===== src/guard_map.svh =====
// Address map, reset values, field positions and timing counts of the write guard.
// Assumes a 32-bit peripheral address and 8-bit register data.
`ifndef GUARD_MAP_SVH
`define GUARD_MAP_SVH

// ****************************************
// Register addresses
// ****************************************
`define ADDR_WAIT_CTRL 32'hFFFFF06E
`define ADDR_UNLOCK_CMD 32'hFFFFF1FC
`define ADDR_SYSTEM_STATUS 32'hFFFFF802
`define ADDR_POWER_SAVE 32'hFFFFF1FE
`define ADDR_CPU_CLOCK 32'hFFFFF828
`define ADDR_CLOCK_CTRL 32'hFFFFF822
`define ADDR_WDOG_MODE 32'hFFFFF6D0
`define ADDR_WDOG_RESET 32'hFFFFF6D2

// ****************************************
// Reset values and fields
// ****************************************
`define RST_WAIT_CTRL 8'h77
`define RST_SYSTEM_STATUS 8'h00
`define RST_PROT_REG 8'h00
`define UNDEF_READ 8'h00
`define ERR_BIT_POS 3'h0
`define WAIT_FIELD_LO 3:0
`define WAIT_FIELD_HI 7:4
`define PROT_COUNT 5
`define PROT_IDX_WDOG_MODE 3'h3

// ****************************************
// Access timing
// ****************************************
`define BASE_ACCESS_CLKS 6'h03
// Take cycle plus expire cycle sit outside the countdown
`define ACCESS_PIPE_CLKS 6'h02

`endif


===== src/guard_pkg.sv =====
// Types shared by the write guard and its helpers.
// Assumes guard_map.svh supplies the numbers.
package guard_pkg;

  typedef enum logic {ST_IDLE, ST_WAIT} bus_state_e;

  typedef enum logic [2:0] {EV_READ, EV_CMD, EV_PROT, EV_WDOG_MODE, EV_STATUS, EV_OTHER}
    ev_kind_e;

  typedef struct packed {
    logic busy;
    logic [5:0] cnt;
    logic [5:0] reload;
  } tmr_s;

  typedef struct packed {
    logic unlocked;
    logic rd_seen;
    logic err;
  } trk_s;

endpackage : guard_pkg


===== src/guard_if.sv =====
// Carrier between the guard core, its access timer and its unlock tracker.
// Assumes all three sit on the one system clock.
`timescale 1ns/100ps
interface guard_if;
  logic ev_valid;
  guard_pkg::ev_kind_e ev_kind;
  logic ev_status_hit;
  logic ev_err_val;
  logic unlocked;
  logic rd_seen;
  logic err_flag;
  logic tm_start;
  logic [5:0] tm_reload;
  logic tm_clash;
  logic tm_expire;
  logic tm_retry;

  modport core (output ev_valid, ev_kind, ev_status_hit, ev_err_val, tm_start, tm_reload,
    tm_clash, input unlocked, rd_seen, err_flag, tm_expire, tm_retry);
  modport tracker (input ev_valid, ev_kind, ev_status_hit, ev_err_val,
    output unlocked, rd_seen, err_flag);
  modport timer (input tm_start, tm_reload, tm_clash, output tm_expire, tm_retry);
endinterface : guard_if


===== src/protected_register_write_guard.sv =====
// Protected register write guard with peripheral access timing.
// Assumes one CPU peripheral access at a time on the system clock.
`timescale 1ns/100ps
`include "guard_map.svh"
module protected_register_write_guard (
  input wire logic i_sys_clk,
  input wire logic i_srst,
  input wire logic i_acc_req,
  input wire logic i_acc_write,
  input wire logic i_acc_wide,
  input wire logic i_acc_bit,
  input wire logic [31:0] i_acc_addr,
  input wire logic [7:0] i_acc_wdata,
  input wire logic [2:0] i_acc_bitpos,
  input wire logic i_status_clash,
  output logic o_acc_busy,
  output logic o_acc_done,
  output logic [7:0] o_acc_rdata,
  output logic [7:0] o_power_save_control,
  output logic [7:0] o_processor_clock_control,
  output logic [7:0] o_clock_control_setting,
  output logic [7:0] o_watchdog_mode_setting,
  output logic [7:0] o_watchdog_reset_status,
  output logic [7:0] o_peripheral_wait_control,
  output logic o_protection_error_flag
);

  // ****************************************
  // State
  // ****************************************
  typedef struct packed {
    guard_pkg::bus_state_e state;
    logic write;
    logic wide;
    logic bitop;
    logic [31:0] addr;
    logic [7:0] wdata;
    logic [2:0] bitpos;
    logic busy;
    logic done;
    logic [7:0] rdata;
    logic [7:0] wait_ctrl;
    logic [`PROT_COUNT-1:0][7:0] prot;
    logic [6:0] hlp_cnt;
    logic hlp_retry;
    logic [6:0] hlp_total;
  } core_s;

  // Entry order: power save, cpu clock, clock ctrl, watchdog mode, watchdog reset
  localparam logic [`PROT_COUNT-1:0][31:0] PROT_ADDR = {
    `ADDR_WDOG_RESET, `ADDR_WDOG_MODE, `ADDR_CLOCK_CTRL, `ADDR_CPU_CLOCK, `ADDR_POWER_SAVE
  };

  core_s cur_r, cur_nxt;
  guard_if gif ();
  logic [`PROT_COUNT-1:0] prot_hit;
  logic [4:0] wait_sum;
  logic take;
  logic finish;
  logic grant;
  logic [2:0] prot_idx;
  logic [7:0] status_view;

  // ****************************************
  // Helpers
  // ****************************************
  access_timer u_timer (
    .i_sys_clk(i_sys_clk),
    .i_srst(i_srst),
    .gif(gif.timer)
  );

  unlock_tracker u_tracker (
    .i_sys_clk(i_sys_clk),
    .i_srst(i_srst),
    .gif(gif.tracker)
  );

  // Merge a single-bit store into a byte
  function automatic logic [7:0] bit_merge(input logic [7:0] old, input logic [2:0] pos,
                                           input logic val);
    logic [7:0] res;
    res = old;
    res[pos] = val;
    return res;
  endfunction : bit_merge

  // ****************************************
  // Decode
  // ****************************************
  genvar g;
  generate
    for (g = 0; g < `PROT_COUNT; g++) begin : g_prot
      assign prot_hit[g] = (cur_r.addr == PROT_ADDR[g]);
    end
  endgenerate

  always_comb begin
    prot_idx = 3'h0;
    for (int k = 0; k < `PROT_COUNT; k++) begin
      if (prot_hit[k]) prot_idx = 3'(k);
    end
  end

  // Waits are the sum of both nibbles of the wait setting
  assign wait_sum = {1'b0, cur_r.wait_ctrl[`WAIT_FIELD_LO]}
                  + {1'b0, cur_r.wait_ctrl[`WAIT_FIELD_HI]};
  assign take = (cur_r.state == guard_pkg::ST_IDLE) && i_acc_req;
  assign finish = (cur_r.state == guard_pkg::ST_WAIT) && gif.tm_expire;

  assign gif.tm_start = take;
  assign gif.tm_reload = `BASE_ACCESS_CLKS - `ACCESS_PIPE_CLKS + {1'b0, wait_sum};
  assign gif.tm_clash = (cur_r.state == guard_pkg::ST_WAIT) && i_status_clash;
  assign gif.ev_valid = finish;

  always_comb begin
    if (!cur_r.write) begin
      gif.ev_kind = guard_pkg::EV_READ;
    end else if (cur_r.addr == `ADDR_UNLOCK_CMD && !cur_r.wide && !cur_r.bitop) begin
      gif.ev_kind = guard_pkg::EV_CMD;
    end else if (cur_r.addr == `ADDR_WDOG_MODE) begin
      gif.ev_kind = guard_pkg::EV_WDOG_MODE;
    end else if (|prot_hit) begin
      gif.ev_kind = guard_pkg::EV_PROT;
    end else if (cur_r.addr == `ADDR_SYSTEM_STATUS) begin
      gif.ev_kind = guard_pkg::EV_STATUS;
    end else begin
      gif.ev_kind = guard_pkg::EV_OTHER;
    end
  end

  // Byte store always reaches the flag; a bit store only at its position
  assign gif.ev_status_hit = !cur_r.bitop || (cur_r.bitpos == `ERR_BIT_POS);
  assign gif.ev_err_val = cur_r.bitop ? cur_r.wdata[0] : cur_r.wdata[`ERR_BIT_POS];

  // Reads in between only void the unlock for the watchdog mode register
  assign grant = gif.unlocked
               && ((gif.ev_kind == guard_pkg::EV_PROT)
                   || (gif.ev_kind == guard_pkg::EV_WDOG_MODE && !gif.rd_seen));

  always_comb begin
    status_view = `RST_SYSTEM_STATUS;
    status_view[`ERR_BIT_POS] = gif.err_flag;
  end

  // ****************************************
  // Access sequencing and register effects
  // ****************************************
  always_comb begin
    cur_nxt = cur_r;
    cur_nxt.done = 1'b0;
    case (cur_r.state)
      guard_pkg::ST_IDLE: begin
        if (take) begin
          cur_nxt.state = guard_pkg::ST_WAIT;
          cur_nxt.busy = 1'b1;
          cur_nxt.write = i_acc_write;
          cur_nxt.wide = i_acc_wide;
          cur_nxt.bitop = i_acc_bit;
          cur_nxt.addr = i_acc_addr;
          cur_nxt.wdata = i_acc_wdata;
          cur_nxt.bitpos = i_acc_bitpos;
          cur_nxt.hlp_cnt = 7'h01;
          cur_nxt.hlp_retry = 1'b0;
          cur_nxt.hlp_total = 7'({1'b0, `BASE_ACCESS_CLKS} + {2'b00, wait_sum});
        end
      end
      guard_pkg::ST_WAIT: begin
        cur_nxt.hlp_cnt = cur_r.hlp_cnt + 7'h01;
        if (gif.tm_retry) cur_nxt.hlp_retry = 1'b1;
        if (finish) begin
          cur_nxt.state = guard_pkg::ST_IDLE;
          cur_nxt.busy = 1'b0;
          cur_nxt.done = 1'b1;
          cur_nxt.rdata = `UNDEF_READ;
          if (!cur_r.write) begin
            if (cur_r.addr == `ADDR_WAIT_CTRL) begin
              cur_nxt.rdata = cur_r.wait_ctrl;
            end else if (cur_r.addr == `ADDR_SYSTEM_STATUS) begin
              cur_nxt.rdata = status_view;
            end else if (|prot_hit) begin
              cur_nxt.rdata = cur_r.prot[prot_idx];
            end
          end else if (grant) begin
            // Protected registers are written only with the unlock held
            cur_nxt.prot[prot_idx] = cur_r.bitop
              ? bit_merge(cur_r.prot[prot_idx], cur_r.bitpos, cur_r.wdata[0])
              : cur_r.wdata;
          end else if (cur_r.addr == `ADDR_WAIT_CTRL && !cur_r.bitop && !cur_r.wide) begin
            cur_nxt.wait_ctrl = cur_r.wdata;
          end
        end
      end
      default: begin
        cur_nxt.state = guard_pkg::ST_IDLE;
      end
    endcase
  end

  always_ff @(posedge i_sys_clk) begin
    if (i_srst) begin
      cur_r <= '0;
      cur_r.state <= guard_pkg::ST_IDLE;
      cur_r.wait_ctrl <= `RST_WAIT_CTRL;
      cur_r.prot <= {`PROT_COUNT{`RST_PROT_REG}};
    end else begin
      cur_r <= cur_nxt;
    end
  end

  // ****************************************
  // Outputs
  // ****************************************
  assign o_acc_busy = cur_r.busy;
  assign o_acc_done = cur_r.done;
  assign o_acc_rdata = cur_r.rdata;
  assign o_power_save_control = cur_r.prot[0];
  assign o_processor_clock_control = cur_r.prot[1];
  assign o_clock_control_setting = cur_r.prot[2];
  assign o_watchdog_mode_setting = cur_r.prot[3];
  assign o_watchdog_reset_status = cur_r.prot[4];
  assign o_peripheral_wait_control = cur_r.wait_ctrl;
  assign o_protection_error_flag = gif.err_flag;

  // ****************************************
  // Checks
  // ****************************************
  chk_cmd_unlocks: assert property (@(posedge i_sys_clk) disable iff (i_srst)
    finish && gif.ev_kind == guard_pkg::EV_CMD |=> gif.unlocked)
    else $error("unlock write did not unlock");

  chk_locked_write_kept: assert property (@(posedge i_sys_clk) disable iff (i_srst)
    finish && cur_r.write && (|prot_hit) && !gif.unlocked
    |=> cur_r.prot == $past(cur_r.prot))
    else $error("protected register changed without unlock");

  chk_err_no_unlock: assert property (@(posedge i_sys_clk) disable iff (i_srst)
    finish && gif.ev_kind == guard_pkg::EV_PROT && !gif.unlocked |=> gif.err_flag)
    else $error("locked protected write left error clear");

  chk_err_other_write: assert property (@(posedge i_sys_clk) disable iff (i_srst)
    finish && gif.ev_kind == guard_pkg::EV_OTHER && gif.unlocked
    |=> gif.err_flag && !gif.unlocked)
    else $error("write to other register after unlock not flagged");

  chk_err_write_value: assert property (@(posedge i_sys_clk) disable iff (i_srst)
    finish && gif.ev_kind == guard_pkg::EV_STATUS && gif.ev_status_hit
    |=> gif.err_flag == $past(gif.ev_err_val))
    else $error("error flag does not follow written value");

  chk_zero_wins: assert property (@(posedge i_sys_clk) disable iff (i_srst)
    finish && gif.ev_kind == guard_pkg::EV_STATUS && gif.ev_status_hit
    && !gif.ev_err_val && gif.unlocked |=> !gif.err_flag)
    else $error("zero write after unlock did not clear error");

  chk_read_keeps_unlock: assert property (@(posedge i_sys_clk) disable iff (i_srst)
    finish && !cur_r.write && gif.unlocked |=> gif.unlocked && gif.rd_seen)
    else $error("read cancelled the unlock");

  chk_unlock_ends: assert property (@(posedge i_sys_clk) disable iff (i_srst)
    finish && cur_r.write && gif.ev_kind != guard_pkg::EV_CMD |=> !gif.unlocked)
    else $error("unlock survived a write");

  chk_reset_values: assert property (@(posedge i_sys_clk)
    i_srst |=> !gif.err_flag && cur_r.wait_ctrl == `RST_WAIT_CTRL)
    else $error("reset values wrong");

  chk_access_length: assert property (@(posedge i_sys_clk) disable iff (i_srst)
    cur_r.done && !cur_r.hlp_retry |-> cur_r.hlp_cnt == cur_r.hlp_total)
    else $error("access length differs from base plus waits");

  chk_busy_until_done: assert property (@(posedge i_sys_clk) disable iff (i_srst)
    take |=> cur_r.busy [*2] ##1 (cur_r.busy || cur_r.done))
    else $error("access shorter than three clocks");

  chk_cmd_read_undef: assert property (@(posedge i_sys_clk) disable iff (i_srst)
    finish && !cur_r.write && cur_r.addr == `ADDR_UNLOCK_CMD |=> cur_r.rdata == `UNDEF_READ)
    else $error("unlock command read returned data");

  chk_granted_write_lands: assert property (@(posedge i_sys_clk) disable iff (i_srst)
    finish && grant && !cur_r.bitop
    |=> cur_r.prot[$past(prot_idx)] == $past(cur_r.wdata))
    else $error("unlocked protected write lost");

  chk_other_keeps_prot: assert property (@(posedge i_sys_clk) disable iff (i_srst)
    finish && !(|prot_hit) |=> cur_r.prot == $past(cur_r.prot))
    else $error("unprotected address changed a protected register");

  chk_bit_status_other: assert property (@(posedge i_sys_clk) disable iff (i_srst)
    finish && gif.ev_kind == guard_pkg::EV_STATUS && !gif.ev_status_hit && gif.unlocked
    |=> gif.err_flag)
    else $error("bit store beside the flag after unlock not flagged");

  chk_wdog_read_voids: assert property (@(posedge i_sys_clk) disable iff (i_srst)
    finish && gif.ev_kind == guard_pkg::EV_WDOG_MODE && gif.rd_seen
    |=> gif.err_flag
        && cur_r.prot[`PROT_IDX_WDOG_MODE] == $past(cur_r.prot[`PROT_IDX_WDOG_MODE]))
    else $error("watchdog mode written after a read in between");

  chk_err_held: assert property (@(posedge i_sys_clk) disable iff (i_srst)
    !finish |=> $stable(gif.err_flag))
    else $error("error flag moved without an access");

  chk_status_read_flag: assert property (@(posedge i_sys_clk) disable iff (i_srst)
    finish && !cur_r.write && cur_r.addr == `ADDR_SYSTEM_STATUS
    |=> cur_r.rdata[`ERR_BIT_POS] == $past(gif.err_flag))
    else $error("status read does not show the error flag");

  chk_wait_byte_write: assert property (@(posedge i_sys_clk) disable iff (i_srst)
    finish && cur_r.write && cur_r.addr == `ADDR_WAIT_CTRL && !cur_r.wide && !cur_r.bitop
    |=> cur_r.wait_ctrl == $past(cur_r.wdata))
    else $error("byte write to wait control lost");

  chk_wait_odd_ignored: assert property (@(posedge i_sys_clk) disable iff (i_srst)
    finish && cur_r.write && cur_r.addr == `ADDR_WAIT_CTRL && (cur_r.wide || cur_r.bitop)
    |=> cur_r.wait_ctrl == $past(cur_r.wait_ctrl))
    else $error("bit or wide write changed wait control");

  chk_done_one_cycle: assert property (@(posedge i_sys_clk) disable iff (i_srst)
    cur_r.done |-> !cur_r.busy ##1 !cur_r.done)
    else $error("done pulse too long or busy with done");

endmodule : protected_register_write_guard


===== src/access_timer.sv =====
// Counts the wait states of one peripheral register access, with retry.
// Assumes start arrives only while idle and the clash flag is on-chip logic.
`timescale 1ns/100ps
`include "guard_map.svh"
module access_timer (
  input wire logic i_sys_clk,
  input wire logic i_srst,
  guard_if.timer gif
);
  guard_pkg::tmr_s cur_r, cur_nxt;

  assign gif.tm_expire = cur_r.busy && (cur_r.cnt == 6'h00) && !gif.tm_clash;
  assign gif.tm_retry = cur_r.busy && (cur_r.cnt == 6'h00) && gif.tm_clash;

  always_comb begin
    cur_nxt = cur_r;
    if (!cur_r.busy) begin
      if (gif.tm_start) begin
        cur_nxt.busy = 1'b1;
        cur_nxt.cnt = gif.tm_reload;
        cur_nxt.reload = gif.tm_reload;
      end
    end else if (cur_r.cnt != 6'h00) begin
      cur_nxt.cnt = cur_r.cnt - 6'h01;
    end else if (gif.tm_clash) begin
      // Value moved under the access: run the whole wait again
      cur_nxt.cnt = cur_r.reload;
    end else begin
      cur_nxt.busy = 1'b0;
    end
  end

  always_ff @(posedge i_sys_clk) begin
    if (i_srst) begin
      cur_r <= '0;
    end else begin
      cur_r <= cur_nxt;
    end
  end

  chk_retry_reloads: assert property (@(posedge i_sys_clk) disable iff (i_srst)
    gif.tm_retry |=> cur_r.busy && cur_r.cnt == $past(cur_r.reload))
    else $error("retry did not restart the wait");

endmodule : access_timer


===== src/unlock_tracker.sv =====
// Holds the unlock state and the protection error flag.
// Assumes one event pulse per completed peripheral access.
`timescale 1ns/100ps
`include "guard_map.svh"
module unlock_tracker (
  input wire logic i_sys_clk,
  input wire logic i_srst,
  guard_if.tracker gif
);
  guard_pkg::trk_s cur_r, cur_nxt;

  assign gif.unlocked = cur_r.unlocked;
  assign gif.rd_seen = cur_r.rd_seen;
  assign gif.err_flag = cur_r.err;

  always_comb begin
    cur_nxt = cur_r;
    if (gif.ev_valid) begin
      case (gif.ev_kind)
        guard_pkg::EV_READ: begin
          if (cur_r.unlocked) cur_nxt.rd_seen = 1'b1;
        end
        guard_pkg::EV_CMD: begin
          if (cur_r.unlocked) cur_nxt.err = 1'b1;
          cur_nxt.unlocked = 1'b1;
          cur_nxt.rd_seen = 1'b0;
        end
        guard_pkg::EV_PROT: begin
          if (!cur_r.unlocked) cur_nxt.err = 1'b1;
          cur_nxt.unlocked = 1'b0;
        end
        guard_pkg::EV_WDOG_MODE: begin
          // A read in between voids the unlock for this one register
          if (!cur_r.unlocked || cur_r.rd_seen) cur_nxt.err = 1'b1;
          cur_nxt.unlocked = 1'b0;
        end
        guard_pkg::EV_STATUS: begin
          if (gif.ev_status_hit) begin
            cur_nxt.err = gif.ev_err_val;
          end else if (cur_r.unlocked) begin
            cur_nxt.err = 1'b1;
          end
          cur_nxt.unlocked = 1'b0;
        end
        default: begin
          if (cur_r.unlocked) cur_nxt.err = 1'b1;
          cur_nxt.unlocked = 1'b0;
        end
      endcase
    end
  end

  always_ff @(posedge i_sys_clk) begin
    if (i_srst) begin
      cur_r <= '0;
    end else begin
      cur_r <= cur_nxt;
    end
  end

  chk_err_double_cmd: assert property (@(posedge i_sys_clk) disable iff (i_srst)
    gif.ev_valid && gif.ev_kind == guard_pkg::EV_CMD && cur_r.unlocked |=> cur_r.err)
    else $error("second unlock write did not raise the error");

endmodule : unlock_tracker


===== config.mk =====
export PLATFORM = sky130hd
export DESIGN_NAME = protected_register_write_guard
export DESIGN_NICKNAME = d
export VERILOG_FILES = /design/src/guard_pkg.sv /design/src/guard_if.sv /design/src/protected_register_write_guard.sv /design/src/access_timer.sv /design/src/unlock_tracker.sv
export VERILOG_INCLUDE_DIRS = /design/src
export SDC_FILE = /design/constraint.sdc
export NUM_CORES = 1
export LEC_CHECK = 0
export ABC_AREA = 1
export BUFFER_PORTS_ARGS = -buffer_cell sky130_fd_sc_hd__buf_2
export CAP_MARGIN = 20
export CORE_AREA = 2 2 128 130
export CTS_CLUSTER_DIAMETER = 150
export DETAILED_ROUTE_END_ITERATION = 6
export DIE_AREA = 0 0 130 132
export MAX_ROUTING_LAYER = met4
export SETUP_SLACK_MARGIN = 0.05
export SLEW_MARGIN = 10
export SYNTH_ARGS = -nofsm -noshare
export SYNTH_HDL_FRONTEND = slang
export SYNTH_SLANG_ARGS = --single-unit
export TNS_END_PERCENT = 5

===== constraint.sdc =====
create_clock -name i_sys_clk -period 3 [get_ports i_sys_clk]
set_input_delay 0.6 -clock i_sys_clk [delete_from_list [all_inputs] [get_ports i_sys_clk]]
set_output_delay 0.6 -clock i_sys_clk [all_outputs]
set_load 0.05 [all_outputs]

* After elaboration in Yosys (flattened, before gate mapping) *
Cells that the tools add are included.

cells by class
  add/subtract/negate cells = 3
  multiply operators = 0
  div/mod/pow operators = 0
  $lt $le $gt $ge = 4
  equality and inequality tests = 18
  shift operators = 0
  multiplexer cells = 45
  bitwise logic cells = 4
  reductions and logical operators = 39

operators with widths
  cell                                                  number
  equality test 32 bit (second input constant)          8
  two-way mux 48 bit                                    2
  two-way mux 8 bit                                     9
  two-way mux 58 bit                                    1
  bitwise mux 40 bit                                    1
  two-way mux 40 bit                                    1
  binary-select mux 8 bit (select 3 bit)                1
  demux 8 bit (select 3 bit)                            1
  two-way mux 3 bit                                     5
  logical AND 1 bit                                     13
  two-way mux 13 bit                                    1
  two-way mux 6 bit                                     2
  AND reduction 2 bit                                   6
  two-way mux 1 bit                                     11
  bitwise mux 8 bit                                     1
  < comparator 3 x 4 -> 1 bit (second input constant)   2
  case mux 1 bit (2 select lines)                       4
  AND reduction 4 bit                                   2
  two-way mux 7 bit                                     1
  adder 1 x 5 -> 6 bit (first input constant)           1
  equality test 3 x 2 -> 1 bit (second input constant)  2
  >= comparator 3 x 1 -> 1 bit (second input constant)  2
  logical NOT 3 bit                                     2
  logical NOT 6 bit                                     1
  other kinds (19)                                      33

storage, ports and cells
  register bits = 121
  bits in latches = 0
  RAM bits = 0
  bits in read-only memories = 0
  input bits = 50
  output and inout port bits = 59
  logic and storage cells = 135
  memories kept = 0

* Depth between registers and ports, before layout *
  word-level depth = 14
  gate-level depth with buffers = 17
  gate-level depth less buffers = 17

* Cells and area by module *
A second synthesis with hierarchy kept.

unflattened totals
  cell total of the unflattened synthesis = 1014
  area, all modules = 6656.4 µm²

modules (own cells, without submodules)
  module                          times used  cells an instance  area an instance (µm²)  seq. area each (µm²)
  protected_register_write_guard  1           859                5695.5                  2102.0
  access_timer                    1           120                753.2                   260.2
  unlock_tracker                  1           35                 207.7                   60.1

* Least setup slack after synthesis *
Ideal clock, no wire load.

  path type = register -> register
  start point = register u_timer.cur_r[6] (netlist name)
  end point = register with a tool-made name
  library setup time = 113 ps
  arrival time = 1830 ps
  required time = 2887 ps
  setup slack = 1058 ps
  stages on the path, launching flop included = 13
  buffers on the path = 1
  clock period less this slack = 1942 ps
  path through = dfxtp_1 inv_1 ha_1 nand2_1 nor3_2 nand3_1 nor2_4 nand2_1 inv_2 nand4_4 buf_6 nor2_1 nor2_1

RTL lines
  what                    line                RTL
  start, declared         access_timer.sv:10  guard_pkg::tmr_s cur_r, cur_nxt;
  start signal, assigned  access_timer.sv:37  cur_r <= cur_nxt;

* Final worst setup path *
  start point = register cur_r[105] (netlist name)
  end point = register cur_r (netlist bit o_peripheral_wait_control[3])

between the ends
  word-level cells in the longest chain between the ends = 12
  elaborated cells between the ends (all ways) = 25
  those cells by class = 10 x eq/ne; 5 x mux; 1 x bitwise; 9 x reduce/logical

ends and longest elaborated chain
  what                                                     line                                                                          RTL
  start, declared                                          protected_register_write_guard.sv:54                                          core_s cur_r, cur_nxt;
  start signal, assigned                                   protected_register_write_guard.sv:207                                         cur_r <= cur_nxt;
  equality test 32 bit, on equally long branches           -
  OR reduction 5 bit or two-way mux 1 bit (tied branches)  protected_register_write_guard.sv:123, protected_register_write_guard.sv:125
  two-way mux 3 bit                                        protected_register_write_guard.sv:123                                         end else if (|prot_hit) begin
  two-way mux 3 bit                                        protected_register_write_guard.sv:121                                         end else if (cur_r.addr == `ADDR_WDOG_MODE) begin
  two-way mux 3 bit                                        protected_register_write_guard.sv:119                                         end else if (cur_r.addr == `ADDR_UNLOCK_CMD && !cur_r.wide && !cur_r.bitop) begin
  two-way mux 3 bit                                        protected_register_write_guard.sv:117                                         if (!cur_r.write) begin
  equality test 3 x 2 -> 1 bit                             protected_register_write_guard.sv:139                                         || (gif.ev_kind == guard_pkg::EV_WDOG_MODE && !gif.rd_seen));
  logical AND 1 bit                                        protected_register_write_guard.sv:139
  logical OR 1 bit                                         protected_register_write_guard.sv:139
  logical AND 1 bit                                        protected_register_write_guard.sv:138                                         && ((gif.ev_kind == guard_pkg::EV_PROT)
  NOT 1 bit (no line)                                      -
  AND reduction 5 bit (no line) (*)                        -

Mark *: on every way between the ends. The rest lies on a longest branch, timed or not.
A chain may end at the register's enable or synchronous reset.

==> metrics.txt <==
status completed; Skew-Pair Late Insertion Delay approximately 420 ps; DP Worst Slack 519 ps; syn avg cell area 6.73 um^2; drt first pass iters 6; vias per cell 4.94; WS Path Type flop to flop; core footprint about 0.016 mm^2; top sig layer met4; Peak VDD IR roughly 0.38 mV; syn_nets ~1000; Rows between 40 and 50; post-route minimum period between 2000 and 3000 ps; Num CTS Buffers 17; Synth area leaders dfxtp_1, nand2_1, nor2_1; critical path fanouts, max 12; detailed-route DRC error count 0; postcts setup bufs 0; chip height ~130 um; area share of the largest cell type after synthesis a little under two fifths; max_slew headroom between 40% and 50%; Max Clk Rate between 300 and 400 MHz; register area share after synthesis a little under two fifths; leakage ~3.6 nW; CP endpoint kind flop; Slew Viols, Final 0; Initial DRC Count 423; nets@finish around 1100; Starting Density roughly two fifths; met2 wire len 8210 um; Yosys cell types 43; Async SR Flop Fraction 0%; clock buffer depth 2; filler instances approximately 1700; mapped cell area about 0.0065 mm^2; Routability Congestion 0.928; worst hold path type input pin to flop; layout cells sized above 1 about a fifth; CP startpoint kind flop; Data arrival, critical path roughly 2800 ps; M1 WL between 8000 and 9000 um; RSZ-0062 raised after global routing false; number of global-route vias before repair 5724; Ports 109; die area 0.0172 mm^2; Post-synth top cells nand2_1, nor2_1, dfxtp_1; final hold vios 0; htree depth 4; most instantiated library cell after synthesis nand2_1; cts hold-fix bufs 0; warnings from Yosys 0; setup ws final roughly 480 ps; CTS Root Cell clkbuf_16; largest area contributor in the netlist dfxtp_1; grt total ovfl 0; GRT Util Overall roughly 22%; endpoints failing setup 0; max capacitance violation total 0; Post-synth EDFFs 0; post-synthesis sequential element count 120; PwrDens 575 mW/mm^2; post-DR wirelength/cell roughly 15 um; largest net degree at the start of global routing between 80 and 90; Sink Count 120; cells after synthesis 973; first-pass GRT wire length 29000 um; total vias in the final route 6175; Final ANT Viol Nets 0; Antenna diodes 0; dpl cell area slightly below 0.007 mm^2; area delta synth->final 13.8%; required time worst endpoint 3310 ps; Worst-path clk slew 50 ps; fin area 0.00745 mm^2; initial antenna violation count 0; Die Wd about 130 um; worst slew pin tran approximately 750 ps; Clock Skew ~7.1 ps; period utilization between 80% and 90%; Post-CTS Resized 0; Main synth FF type dfxtp_1; wire length on met3 roughly 1200 um; Final HPWL DP 13400 um; worst hold slack approximately 430 ps; setup TNS 0 ps; CTS tree yes; final wirelength about 18000 um; IO Port Bufs around 110
==> cell type report <==
| class | instances | area, um^2 | area share (%) |
|---|---|---|---|
| repair buffers | 112 | 571 | 7.66 |
| clock inverters | 9 | 145 | 1.95 |
| flip-flops and latches | 120 | 2400 | 32.3 |
| inverters | 90 | 338 | 4.54 |
| clock buffers | 23 | 478 | 6.42 |
| well taps | 216 | 270 | 3.63 |
| multi-input cells | 679 | 3240 | 43.6 |
==> cell usage in the layout, fill, tap and decap left out, types with 3 or more instances in the layout <==
master / Yosys / routed
o21ai_0: 74 / 74
nand2_2: 9 / 9
nor2_2: 9 / 9
inv_2: 9 / 9
nand3b_1: 9 / 9
nand3_1: 35 / 35
a22o_1: 4 / 4
o211ai_1: 5 / 5
nand4_1: 13 / 13
clkbuf_16: 0 / 17
nand3_2: 4 / 4
buf_2: 5 / 108
ha_1: 5 / 5
a21oi_1: 43 / 43
clkbuf_8: 0 / 3
nor2_1: 182 / 182
clkbuf_1: 19 / 3
buf_4: 56 / 4
nand2_1: 242 / 242
dfxtp_1: 120 / 120
nor2_4: 9 / 9
inv_1: 79 / 79
nand4_4: 3 / 3
clkinv_2: 0 / 5
bufinv_16: 0 / 4
nor3_1: 6 / 6
o22ai_1: 4 / 4
==> stage by stage <==
stage / std cells / power (mW) / util [%]
6_report: 1249 / 4.28 / 47.4
5_1_grt: 1249 / 4.45 / 47.4
4_1_cts: 1249 / 4.31 / 47.4
3_5_place_dp: 1217 / 2.16 / 43.4
3_3_place_gp: 1217 / 2.15 / 43.4
2_1_floorplan: 973 / 2.03 / -
==> layer usage <==
metal | vias to the layer above | track usage (%)
met2 | 214 | 34.6
met4 | 0 | 5.14
met5 | - | -
met3 | 18 | 4.63
li1 | 3126 | -
met1 | 2817 | 29.6
==> report_power, final <==
group	switching (mW)	total [mW]	internal [mW]
sequential	0.0666	1.74	1.67
combinational	0.260	0.391	0.131
clock	0.711	2.16	1.45
total	1.04	4.28	3.25
==> critical path, stage by stage (launching register included) <==
cell and delay, ps:
dfxtp_1 330, nand2_1 80, nor2_2 150, nand2_2 80, nor2_4 320, nand4_2 340, inv_2 180, nor2_1 60
nand2_2 100, nand2_4 70, nor2_8 150, nand2_2 160, nand3_2 200, nand2_1 70, nand2_1 60, nor2_1 40
==> kinds of logic (layout without fill, tap and decap cells) <==
family | after synthesis | count (layout) | synth area share (%)
buffers and inverters | 174 | 234 | 13.7
AO/OA/AOI/OAI | 137 | 137 | 11.2
AND/OR/NAND/NOR | 533 | 533 | 36.7
flip-flops | 120 | 120 | 36.7
XOR/XNOR | 3 | 3 | 0.401
adder cells (fa/ha/maj) | 6 | 6 | 1.26
==> final timing paths <==
path | cells after the start | to | start | slack (ps)
worst max-delay path | 15 | o_peripheral_wait_control[3] | cur_r[105] | 480
worst min-delay path | 3 | cur_r[119] | i_acc_req | 430
worst max register to register | 15 | o_peripheral_wait_control[3] | cur_r[105] | 480
worst min register to register | 2 | o_acc_rdata[3] | o_acc_rdata[3] | 450
Power figures use the tool's default switching activity.
